**src/pkg/omd_pkg.sv**
```systemverilog
// Package for the on-chip memory map decoder: address limits and types.
package omd_pkg;

	// Device variant selection.
	typedef enum logic [1:0] {
		OMD_VAR_OLDEST,
		OMD_VAR_ROM,
		OMD_VAR_LARGE
	} omd_variant_t;

	// Decode targets, one bit each in the one-hot selection.
	typedef struct packed {
		logic ext;
		logic rsvd;
		logic rom;
		logic extra_blk;
		logic scratch_blk;
		logic second_blk;
		logic config_blk;
	} omd_sel_t;

	// Bus request from the core.
	typedef struct packed {
		logic valid;
		logic [1:0] space;
		logic [15:0] addr;
	} omd_req_t;

	localparam logic [1:0] OMD_SP_PROG = 2'h0;
	localparam logic [1:0] OMD_SP_DATA = 2'h1;
	localparam logic [1:0] OMD_SP_IO = 2'h2;

	// Base variant, data space.
	localparam logic [15:0] OMD_SCR_LO = 16'h0060;
	localparam logic [15:0] OMD_SCR_HI = 16'h007F;
	localparam logic [15:0] OMD_B_CFG_LO = 16'h0200;
	localparam logic [15:0] OMD_B_CFG_HI = 16'h02FF;
	localparam logic [15:0] OMD_B_SEC_LO = 16'h0300;
	localparam logic [15:0] OMD_B_SEC_HI = 16'h03FF;
	localparam logic [15:0] OMD_DATA_INT_TOP = 16'h03FF;
	// Base variant, program space.
	localparam logic [15:0] OMD_B_PRG_LO = 16'hFF00;
	localparam logic [15:0] OMD_ROM_TOP = 16'h0FFF;

	// Large-RAM variant, data space.
	localparam logic [15:0] OMD_L_CFG_LO = 16'h0200;
	localparam logic [15:0] OMD_L_CFG_HI = 16'h03FF;
	localparam logic [15:0] OMD_L_SEC_LO = 16'h0400;
	localparam logic [15:0] OMD_L_SEC_HI = 16'h05FF;
	localparam logic [15:0] OMD_L_EXT_LO = 16'h0600;
	localparam logic [15:0] OMD_L_EXT_HI = 16'h07FF;
	localparam logic [15:0] OMD_L_DATA_EXT = 16'h0800;
	// Large-RAM variant, program space.
	localparam logic [15:0] OMD_L_P_CFG_LO = 16'hFA00;
	localparam logic [15:0] OMD_L_P_CFG_HI = 16'hFBFF;
	localparam logic [15:0] OMD_L_P_SEC_LO = 16'hFC00;
	localparam logic [15:0] OMD_L_P_SEC_HI = 16'hFDFF;
	localparam logic [15:0] OMD_L_P_EXT_LO = 16'hFE00;
	localparam logic [15:0] OMD_L_ROM_TOP = 16'h00FF;
	localparam logic [15:0] OMD_L_TEST_LO = 16'h00F4;
	localparam logic [15:0] OMD_L_VEC_TOP = 16'h001F;
	localparam logic [15:0] OMD_L_P_INT_TOP = 16'h0FFF;

	// Remap delays in fetch cycles.
	localparam logic [1:0] OMD_DLY_INT = 2'h1;
	localparam logic [1:0] OMD_DLY_EXT_ROM = 2'h2;
	localparam logic [1:0] OMD_DLY_EXT_OLD = 2'h1;

	// Block configuration index values for the large-RAM variant.
	localparam int OMD_IDX_CFG = 0;
	localparam int OMD_IDX_SEC = 1;
	localparam int OMD_IDX_EXTRA = 2;

endpackage : omd_pkg

```
**src/logic/omd_decoder.sv**
```systemverilog
// On-chip memory map decoder with block configuration and space selects.
//
// Operation
// - Base: 544 words, only configurable block swaps.
// - Configurable block: data pages 4-5, program FF00h.
// - Second block pages 6-7; scratch top of page0.
// - Pages 1-3, rest of page 0 reserved.
// - Space selects, strobe low only off-chip.
// - Data command maps data; program command maps program.
// - Reset leaves configurable block as data.
// - Remap after one fetch from internal RAM.
// - ROM variant: two fetches when fetching externally.
// - Map pin high external low ROM first 4K.
// - Data on-chip in lowest 1K, rest external.
// - Ready stretches external; internal no wait.
// - Large: 256-word ROM, vectors in ROM, test words reserved.
// - Large micro mode: 0-FFFh internal, 100h-FFFh reserved.
// - Large: FA00h-FFFFh internal if any block program.
// - Large: external data starts at 800h.
// - Large data blocks at 200h, 400h, 600h.
// - Large program blocks at FA00h, FC00h, FE00h.
`timescale 1ns/1ns

module omd_decoder
	import omd_pkg::*;
(
	input wire logic clk,
	input wire logic rst_n,
	input wire omd_variant_t variant,
	input wire logic rom_map_select_pin,
	input wire logic fetch_strobe,
	input wire logic configure_block_as_data_cmd,
	input wire logic configure_block_as_program_cmd,
	input wire logic [2:0] block_select,
	input wire omd_req_t req,
	input wire logic ready,
	output omd_sel_t sel,
	output logic [2:0] block_is_program,
	output logic program_space_select_n,
	output logic data_space_select_n,
	output logic io_space_select_n,
	output logic external_access_strobe_n,
	output logic access_done,
	output logic [15:0] ext_addr
);

	// Pending configuration and the fetch countdown that applies it.
	logic [2:0] pend_cfg;
	logic [1:0] remap_cnt;
	logic fetch_internal;
	logic [1:0] remap_dly;
	logic next_fetch_internal;
	omd_sel_t next_sel;
	logic is_ext;
	logic next_pending_busy;

	// Inclusive range check used throughout the decoder.
	function automatic logic in_rng(input logic [15:0] a,
		input logic [15:0] lo, input logic [15:0] hi);
		in_rng = (a >= lo) && (a <= hi);
	endfunction : in_rng

	// Decode one address against a configuration into a one-hot target.
	function automatic omd_sel_t decode(input omd_variant_t v,
		input logic [1:0] sp, input logic [15:0] a,
		input logic [2:0] prg, input logic mp);
		omd_sel_t s;
		s = '0;
		if (sp == OMD_SP_IO) begin
			s.ext = 1'b1;
		end else if (v == OMD_VAR_LARGE && sp == OMD_SP_DATA) begin
			// Data blocks take pages 4 to 15 while set as data.
			if (in_rng(a, OMD_SCR_LO, OMD_SCR_HI))
				s.scratch_blk = 1'b1;
			else if (!prg[OMD_IDX_CFG] && in_rng(a, OMD_L_CFG_LO, OMD_L_CFG_HI))
				s.config_blk = 1'b1;
			else if (!prg[OMD_IDX_SEC] && in_rng(a, OMD_L_SEC_LO, OMD_L_SEC_HI))
				s.second_blk = 1'b1;
			else if (!prg[OMD_IDX_EXTRA] && in_rng(a, OMD_L_EXT_LO, OMD_L_EXT_HI))
				s.extra_blk = 1'b1;
			else if (a >= OMD_L_DATA_EXT)
				s.ext = 1'b1;
			else
				s.rsvd = 1'b1;
		end else if (v == OMD_VAR_LARGE) begin
			// Program space, large-RAM variant.
			if (!mp && a <= OMD_L_P_INT_TOP) begin
				// Test words and the space above the ROM are internal but reserved.
				if (a > OMD_L_ROM_TOP || a >= OMD_L_TEST_LO)
					s.rsvd = 1'b1;
				else
					s.rom = 1'b1;
			end else if (|prg && a >= OMD_L_P_CFG_LO) begin
				if (prg[OMD_IDX_CFG] && a <= OMD_L_P_CFG_HI)
					s.config_blk = 1'b1;
				else if (prg[OMD_IDX_SEC] && in_rng(a, OMD_L_P_SEC_LO, OMD_L_P_SEC_HI))
					s.second_blk = 1'b1;
				else if (prg[OMD_IDX_EXTRA] && a >= OMD_L_P_EXT_LO)
					s.extra_blk = 1'b1;
				else
					s.rsvd = 1'b1;
			end else begin
				s.ext = 1'b1;
			end
		end else if (sp == OMD_SP_DATA) begin
			// Base data map: everything under 1K is on-chip or reserved.
			if (in_rng(a, OMD_SCR_LO, OMD_SCR_HI))
				s.scratch_blk = 1'b1;
			else if (!prg[OMD_IDX_CFG] && in_rng(a, OMD_B_CFG_LO, OMD_B_CFG_HI))
				s.config_blk = 1'b1;
			else if (in_rng(a, OMD_B_SEC_LO, OMD_B_SEC_HI))
				s.second_blk = 1'b1;
			else if (a <= OMD_DATA_INT_TOP)
				s.rsvd = 1'b1;
			else
				s.ext = 1'b1;
		end else begin
			// Base program map. The oldest variant has no ROM.
			if (prg[OMD_IDX_CFG] && a >= OMD_B_PRG_LO)
				s.config_blk = 1'b1;
			else if (v == OMD_VAR_ROM && !mp && a <= OMD_ROM_TOP)
				s.rom = 1'b1;
			else
				s.ext = 1'b1;
		end
		decode = s;
	endfunction : decode

	// Registered one-hot selection of the current request.
	always_comb begin
		next_sel = decode(variant, req.space, req.addr, block_is_program,
			rom_map_select_pin);
		is_ext = req.valid && next_sel.ext;
	end

	always_ff @(posedge clk or negedge rst_n) begin
		if (!rst_n) begin
			sel <= '0;
			ext_addr <= '0;
		end else begin
			sel <= req.valid ? next_sel : '0;
			ext_addr <= is_ext ? req.addr : ext_addr;
		end
	end

	// Where the last fetch came from decides the remap delay.
	always_comb begin
		next_fetch_internal = req.valid && req.space == OMD_SP_PROG &&
			!next_sel.ext && !next_sel.rom;
		if (fetch_internal)
			remap_dly = OMD_DLY_INT;
		else if (variant == OMD_VAR_OLDEST)
			remap_dly = OMD_DLY_EXT_OLD;
		else
			remap_dly = OMD_DLY_EXT_ROM;
		next_pending_busy = remap_cnt != 2'h0;
	end

	always_ff @(posedge clk or negedge rst_n) begin
		if (!rst_n)
			fetch_internal <= 1'b0;
		else if (fetch_strobe)
			fetch_internal <= next_fetch_internal;
	end

	// Configuration commands load a pending value; fetches count it in.
	// A command during a countdown restarts it with the newest value.
	always_ff @(posedge clk or negedge rst_n) begin
		if (!rst_n) begin
			block_is_program <= '0;
			pend_cfg <= '0;
			remap_cnt <= '0;
		end else if (configure_block_as_program_cmd ||
			configure_block_as_data_cmd) begin
			// Base variants only have the configurable block to swap.
			if (variant == OMD_VAR_LARGE) begin
				pend_cfg <= configure_block_as_program_cmd ?
					(block_is_program | block_select) :
					(block_is_program & ~block_select);
			end else begin
				pend_cfg <= {2'h0, configure_block_as_program_cmd};
			end
			remap_cnt <= remap_dly;
		end else if (fetch_strobe && next_pending_busy) begin
			remap_cnt <= remap_cnt - 2'h1;
			if (remap_cnt == 2'h1)
				block_is_program <= pend_cfg;
		end
	end

	// Selects drop low only for an off-chip cycle of their own space.
	always_comb begin
		program_space_select_n = !(is_ext && req.space == OMD_SP_PROG);
		data_space_select_n = !(is_ext && req.space == OMD_SP_DATA);
		io_space_select_n = !(is_ext && req.space == OMD_SP_IO);
		external_access_strobe_n = !is_ext;
		// Internal cycles never wait; external ones wait for ready.
		access_done = req.valid && (!next_sel.ext || ready);
	end

endmodule : omd_decoder

```
**config.mk**
```make
export PLATFORM = sky130hd
export DESIGN_NAME = omd_decoder
export DESIGN_NICKNAME = d
export VERILOG_FILES = /design/src/pkg/omd_pkg.sv /design/src/logic/omd_decoder.sv
export SDC_FILE = /design/constraint.sdc
export NUM_CORES = 1
export LEC_CHECK = 0
export BUFFER_PORTS_ARGS = -buffer_cell sky130_fd_sc_hd__buf_2
export CAP_MARGIN = 20
export CORE_AREA = 2 2 61 63
export DETAILED_ROUTE_END_ITERATION = 8
export DIE_AREA = 0 0 63 65
export GPL_TIMING_DRIVEN = 1
export MAX_ROUTING_LAYER = met4
export PLACE_DENSITY = 0.94
export RECOVER_POWER = 25
export SYNTH_ARGS = -nofsm -noshare
export SYNTH_HDL_FRONTEND = slang
export SYNTH_SLANG_ARGS = --single-unit
export TNS_END_PERCENT = 5
```
**constraint.sdc**
```tcl
create_clock -name clk -period 3 [get_ports clk]
set_input_delay 0.15 -clock clk [delete_from_list [all_inputs] [get_ports clk]]
set_output_delay 0.15 -clock clk [all_outputs]
set_load 0.05 [all_outputs]
```
==> Yosys cells after proc, flatten, opt, wreduce, memory -nomap -nowiden <==
Cells that the tools add are included.
{ "op_classes": {"n_lt_le_gt_ge": 20, "bitwise": 4, "shift": 0, "n_div": 0, "n_mul": 0, "add_sub_neg": 1, "n_eq_ne": 5, "reduce_logical": 48, "mux": 70} }
{ "ops": {"columns": ["operator", "count"], "rows": [
  ["$ge A16 B16 Y1 const B", 4],
  ["$mux W1", 46],
  ["$mux W2", 18],
  ["$ge A16 B10 Y1 const B", 2],
  ["$ge A16 B11 Y1 const B", 2],
  ["$le A16 B10 Y1 const B", 2],
  ["$le A16 B11 Y1 const B", 2],
  ["$le A16 B16 Y1 const B", 2],
  ["$logic_and A1 B1 Y1", 29],
  ["$ge A16 B12 Y1 const B", 1],
  ["$ge A16 B7 Y1 const B", 1],
  ["$ge A16 B8 Y1 const B", 1],
  ["$gt A16 B8 Y1 const B", 1],
  ["$le A16 B12 Y1 const B", 1],
  ["$le A16 B7 Y1 const B", 1],
  ["$logic_not A1 Y1", 10],
  ["$mux W3", 3],
  ["$mux W7", 1],
  ["$eq A2 B1 Y1 const B", 3],
  ["$mux W6", 1],
  ["$eq A2 B2 Y1 const B", 2],
  ["$logic_not A2 Y1", 2],
  ["$mux W4", 1],
  ["$reduce_bool A2 Y1", 2],
  ["other kinds (8)", 10]
]} }
{ "totals": {"mem_bits_ro": 0, "latch_bits": 0, "mem_count": 0, "register_bits": 32, "mem_bits_rw": 0, "out_inout_bits": 31} }

==> Logic depth before layout (Yosys ltp) <==
{ "logic_depth": {"word_depth": 13, "mapped_depth": 7, "ltp_nobuf": 5} }

==> Worst setup path before layout <==
OpenSTA, ideal clock, no wires.
{ "synth_path": {"path_type": "reg-to-output", "from": "register block_is_program[0]", "to": "output program_space_select_n", "stages_incl_launch_ff": 5, "n_path_buf": 0, "t_arrival_ps": 2080, "path_slack_ps": 770, "cell_sequence": "dfrtp_1 -> nand4_1 -> o31ai_1 -> o32ai_2 -> o211ai_1"} }
{ "synth_between": {"elab_chain_cells": 11, "word_cells_on_any_way": 20} }
{ "synth_lines": {"columns": ["element", "line_no", "source"], "rows": [
  ["from (decl)", "omd_decoder.sv:38", "output logic [2:0] block_is_program,"],
  ["from (signal assigned)", "omd_decoder.sv:187", "block_is_program <= pend_cfg;"],
  ["$logic_not A1 Y1", "omd_decoder.sv:75, omd_decoder.sv:109", null],
  ["$logic_and A1 B1 Y1", "omd_decoder.sv:109", "else if (!prg[OMD_IDX_CFG] && in_rng(a, OMD_B_CFG_LO, OMD_B_CFG_HI))"],
  ["$mux W2", "omd_decoder.sv:109", null],
  ["$mux W2", "omd_decoder.sv:107", "if (in_rng(a, OMD_SCR_LO, OMD_SCR_HI))"],
  ["$mux W1", "omd_decoder.sv:105", "end else if (sp == OMD_SP_DATA) begin"],
  ["$mux W3", "omd_decoder.sv:85", "end else if (v == OMD_VAR_LARGE) begin"],
  ["$mux W2 *", "omd_decoder.sv:71", "end else if (v == OMD_VAR_LARGE && sp == OMD_SP_DATA) begin"],
  ["$mux W1 *", "omd_decoder.sv:69", "if (sp == OMD_SP_IO) begin"],
  ["$logic_and A1 B1 Y1 *", "omd_decoder.sv:133", "is_ext = req.valid && next_sel.ext;"],
  ["$logic_and A1 B1 Y1 *", "omd_decoder.sv:193", "program_space_select_n = !(is_ext && req.space == OMD_SP_PROG);"],
  ["$logic_not A1 Y1 *", "omd_decoder.sv:193", null],
  ["to (decl)", "omd_decoder.sv:39", "output logic program_space_select_n,"]
]} }
Mark *: on every way between the ends. The rest lies on a longest branch, timed or not.

==> Final worst setup path <==
{ "layout_path": {"from": "register block_is_program[2]", "to": "output external_access_strobe_n"} }
{ "layout_between": {"elab_chain_cells": 10, "word_cells_on_any_way": 15} }
{ "layout_lines": {"columns": ["element", "line_no", "source"], "rows": [
  ["$logic_not A1 Y1", "omd_decoder.sv:79", "else if (!prg[OMD_IDX_EXTRA] && in_rng(a, OMD_L_EXT_LO, OMD_L_EXT_HI))"],
  ["$logic_and A1 B1 Y1", "omd_decoder.sv:79", null],
  ["$mux W2", "omd_decoder.sv:79", null],
  ["$mux W2", "omd_decoder.sv:77", "else if (!prg[OMD_IDX_SEC] && in_rng(a, OMD_L_SEC_LO, OMD_L_SEC_HI))"],
  ["$mux W2", "omd_decoder.sv:75", "else if (!prg[OMD_IDX_CFG] && in_rng(a, OMD_L_CFG_LO, OMD_L_CFG_HI))"],
  ["$mux W2", "omd_decoder.sv:73", "if (in_rng(a, OMD_SCR_LO, OMD_SCR_HI))"],
  ["$mux W2 *", "omd_decoder.sv:71", null],
  ["$mux W1 *", "omd_decoder.sv:69", null],
  ["$logic_and A1 B1 Y1 *", "omd_decoder.sv:133", null],
  ["$logic_not A1 Y1 *", "omd_decoder.sv:196", "external_access_strobe_n = !is_ext;"],
  ["to (decl)", "omd_decoder.sv:42", "output logic external_access_strobe_n,"]
]} }
Marks and branches as above.

==> impl_metrics.env <==
export IMPL_synth_top_family_by_area="simple AND/OR/NAND/NOR gates"
export IMPL_root_buffer="clkbuf_4"
export IMPL_grt_use_total_pct=21.9
export IMPL_post_route_period_util_pct=78.8
export IMPL_nFillCells=296
export IMPL_required_ps=2850
export IMPL_crit_chain="nor3_1 -> nor4_1 -> o32ai_2 -> o21ai_4 -> buf_2"
export IMPL_die_h_um=65
export IMPL_worst_slack_ps=635
export IMPL_antenna_found_initial=0
export IMPL_min_to="ext_addr[0]"
export IMPL_rows=22
export IMPL_dieArea_mm2=0.00410
export IMPL_setup_violations=0
export IMPL_timing_fmax_mhz=423
export IMPL_num_vias=1479
export IMPL_timing_max_cap_violations=1
export IMPL_min_from="req[0]"
export IMPL_clk_pin_slew_ps=90
export IMPL_worst_pin_slew_ps=1620
export IMPL_ys_ff_latch=32
export IMPL_synthAdderAreaFrac_pct=1.43
export IMPL_fin_crit_ps=2370
export IMPL_port_buffers=61
export IMPL_dp_cells=265
export IMPL_met2WireLength_mm=1.92
export IMPL_synthXorXnorAreaFrac_pct=0.500
export IMPL_antennaDiodeCount=0
export IMPL_dp_hpwl_mm=3.04
export IMPL_crit_arrival_ps=2220
export IMPL_power_mw=1.14
export IMPL_r2r_end="ext_addr[8]"
export IMPL_yosysSeqAreaShare_pct=45.7
export IMPL_wl_met3_um=242
export IMPL_synthMuxAreaShare_pct=16.2
export IMPL_synthToLayoutAreaGrowth_pct=23.2
export IMPL_critical_path_class="register to output pin"
export IMPL_synthDistinctLibCells=45
export IMPL_grt_max_degree=33
export IMPL_cts_sink_count=32
export IMPL_synth_ff_type="dfrtp_1"
export IMPL_cts_tree="built"
export IMPL_drive_gt1_share_pct=41.6
export IMPL_drc=0
export IMPL_hold_path_depth=2
export IMPL_grt_pass1_vias=1430
export IMPL_syn_nets=194
export IMPL_wire_per_inst_um=14.3
export IMPL_h_tree_depth=2
export IMPL_drv_slew=33
export IMPL_core_mm2=0.00350
export IMPL_synth_simple_gate_area_share_pct=16.9
export IMPL_r2r_slack_ps=810
export IMPL_clockBufferDepth=2
export IMPL_powerDensity_mw_per_mm2=528
export IMPL_initial_core_util_pct=50.1
export IMPL_syn_area_per_cell_um2=10.9
export IMPL_cts_resized=0
export IMPL_status="complete, but fails checks"
export IMPL_async_flop_share_pct=100
export IMPL_rsz0062_at_grt="no"
export IMPL_end_kind="output pin"
export IMPL_setup_tns_final_ps=0
export IMPL_mostFrequentLayoutCells="60 x buf_2, 32 x dfrtp_1, 11 x nand2_1, 11 x mux2_2, 10 x nor2_1"
export IMPL_drt_total_wl_mm=3.91
export IMPL_final_cells=274
export IMPL_critPathMaxFanout=13
export IMPL_whs_ps=42.4
export IMPL_vdd_ir_drop_max_mv=0.351
export IMPL_cts_made_buffers=5
export IMPL_min_path_type="input port to register"
export IMPL_crit_family="compound AO/OA/AOI/OAI gates"
export IMPL_r2r_start="block_is_program[2]"
export IMPL_gp_congestion=0.948
export IMPL_final_common_cell="buf_2"
export IMPL_die_width_um=63
export IMPL_routed_top_layer="met4"
export IMPL_insertion_delay_ps=340
export IMPL_cts_setup_buffers=0
export IMPL_synth_compound_area_share_pct=15.3
export IMPL_cpPeakStageDelay_ps=520
export IMPL_grt_overflow=0
export IMPL_rr_worst_depth=6
export IMPL_holdBufCountCts=1
export IMPL_fin_skew_ps=8.61
export IMPL_leakagePower_nw=1.05
export IMPL_syn_inst=161
export IMPL_cpMaxStageDelayCell="dfrtp_1"
export IMPL_final_antenna_net_count=0
export IMPL_cp_start_kind="register"
export IMPL_syn_cell_area_mm2=0.00175
export IMPL_dp_slack_ps=543
export IMPL_m1WireLength_mm=1.67
export IMPL_relSlewSlack_pct=-8.22
export IMPL_hold_viol_final=0
export IMPL_fin_nets=258
export IMPL_synth_warnings=0
export IMPL_drtIter0Drc=65
export IMPL_viasPerCell=5.40
export IMPL_path_buf_inv=1
export IMPL_synth_edf_count=0
export IMPL_grt_pass1_wl_mm=6.61
export IMPL_ioPinCount=62
export IMPL_failed_checks="max-capacitance violations, max-slew violations"
export IMPL_dr_pass1_iters=4
==> where the power goes <==
group,internal [mW],switching [mW],total [mW]
Combinational,0.119,0.262,0.380
Clock,0.111,0.143,0.254
Sequential,0.475,0.0306,0.505
==> how the worst max path moves through the flow <==
stage	cells after the start	slack [ps]	from	end
after global routing	5	440	block_is_program[0]	external_access_strobe_n
after CTS	5	640	block_is_program[2]	external_access_strobe_n
after global placement	7	580	req[12]	ext_addr[10]
after detailed placement	7	540	req[12]	ext_addr[11]
final	5	630	block_is_program[2]	external_access_strobe_n
after floorplan	4	770	block_is_program[0]	program_space_select_n
==> registers in the layout, indices dropped and copies added, names as in the netlist <==
register,cells
ext_addr,16
sel,7
block_is_program,3
pend_cfg,3
remap_cnt,2
fetch_internal,1
==> final cells by class <==
cell class                      instances  area (um2)  share of cell area [%]
Clock inverter                          2        10.0                   0.464
Multi-Input combinational cell        115         881                    40.8
Timing Repair Buffer                   64         329                    15.2
Clock buffer                            6        51.3                    2.38
Tap cell                               48        60.1                    2.78
Inverter                                7        26.3                    1.22
Sequential cell                        32         801                    37.1
==> metrics by stage <==
stage	area, um2	utilization, %
3_5_place_dp	2090	59.7
6_report	2160	61.7
3_3_place_gp	2090	59.7
5_1_grt	2160	61.7
4_1_cts	2160	61.8
2_1_floorplan	1750	-
==> synth_stat cells (5+ instances only) <==
master	count	area [um2]
nor4_1	6	37.5
mux2_2	11	124
inv_1	7	26.3
nor2b_1	5	31.3
clkbuf_1	5	18.8
nand2b_1	5	31.3
nor2_1	10	37.5
nand2_1	11	41.3
mux2_4	8	120
dfrtp_1	32	801
a31oi_1	5	31.3
==> kinds of logic (layout without fill, tap and decap cells) <==
kind of cell               Yosys count  count (layout)
DFF                                 32              32
and+or+nand+nor                     56              56
muxes                               23              23
buffers and inverters               14              79
adders and majority gates            2               2
AOI/OAI and AO/OA                   33              33
xor gates and xnor gates             1               1
==> per-layer routing <==
metal / vias up / GRT usage, %
li1: 723 / -
met1: 685 / 26.2
met2: 63 / 33.9
met3: 8 / 6.77
met4: 0 / 10.3
met5: - / -
(Power assumes the default switching activity.)
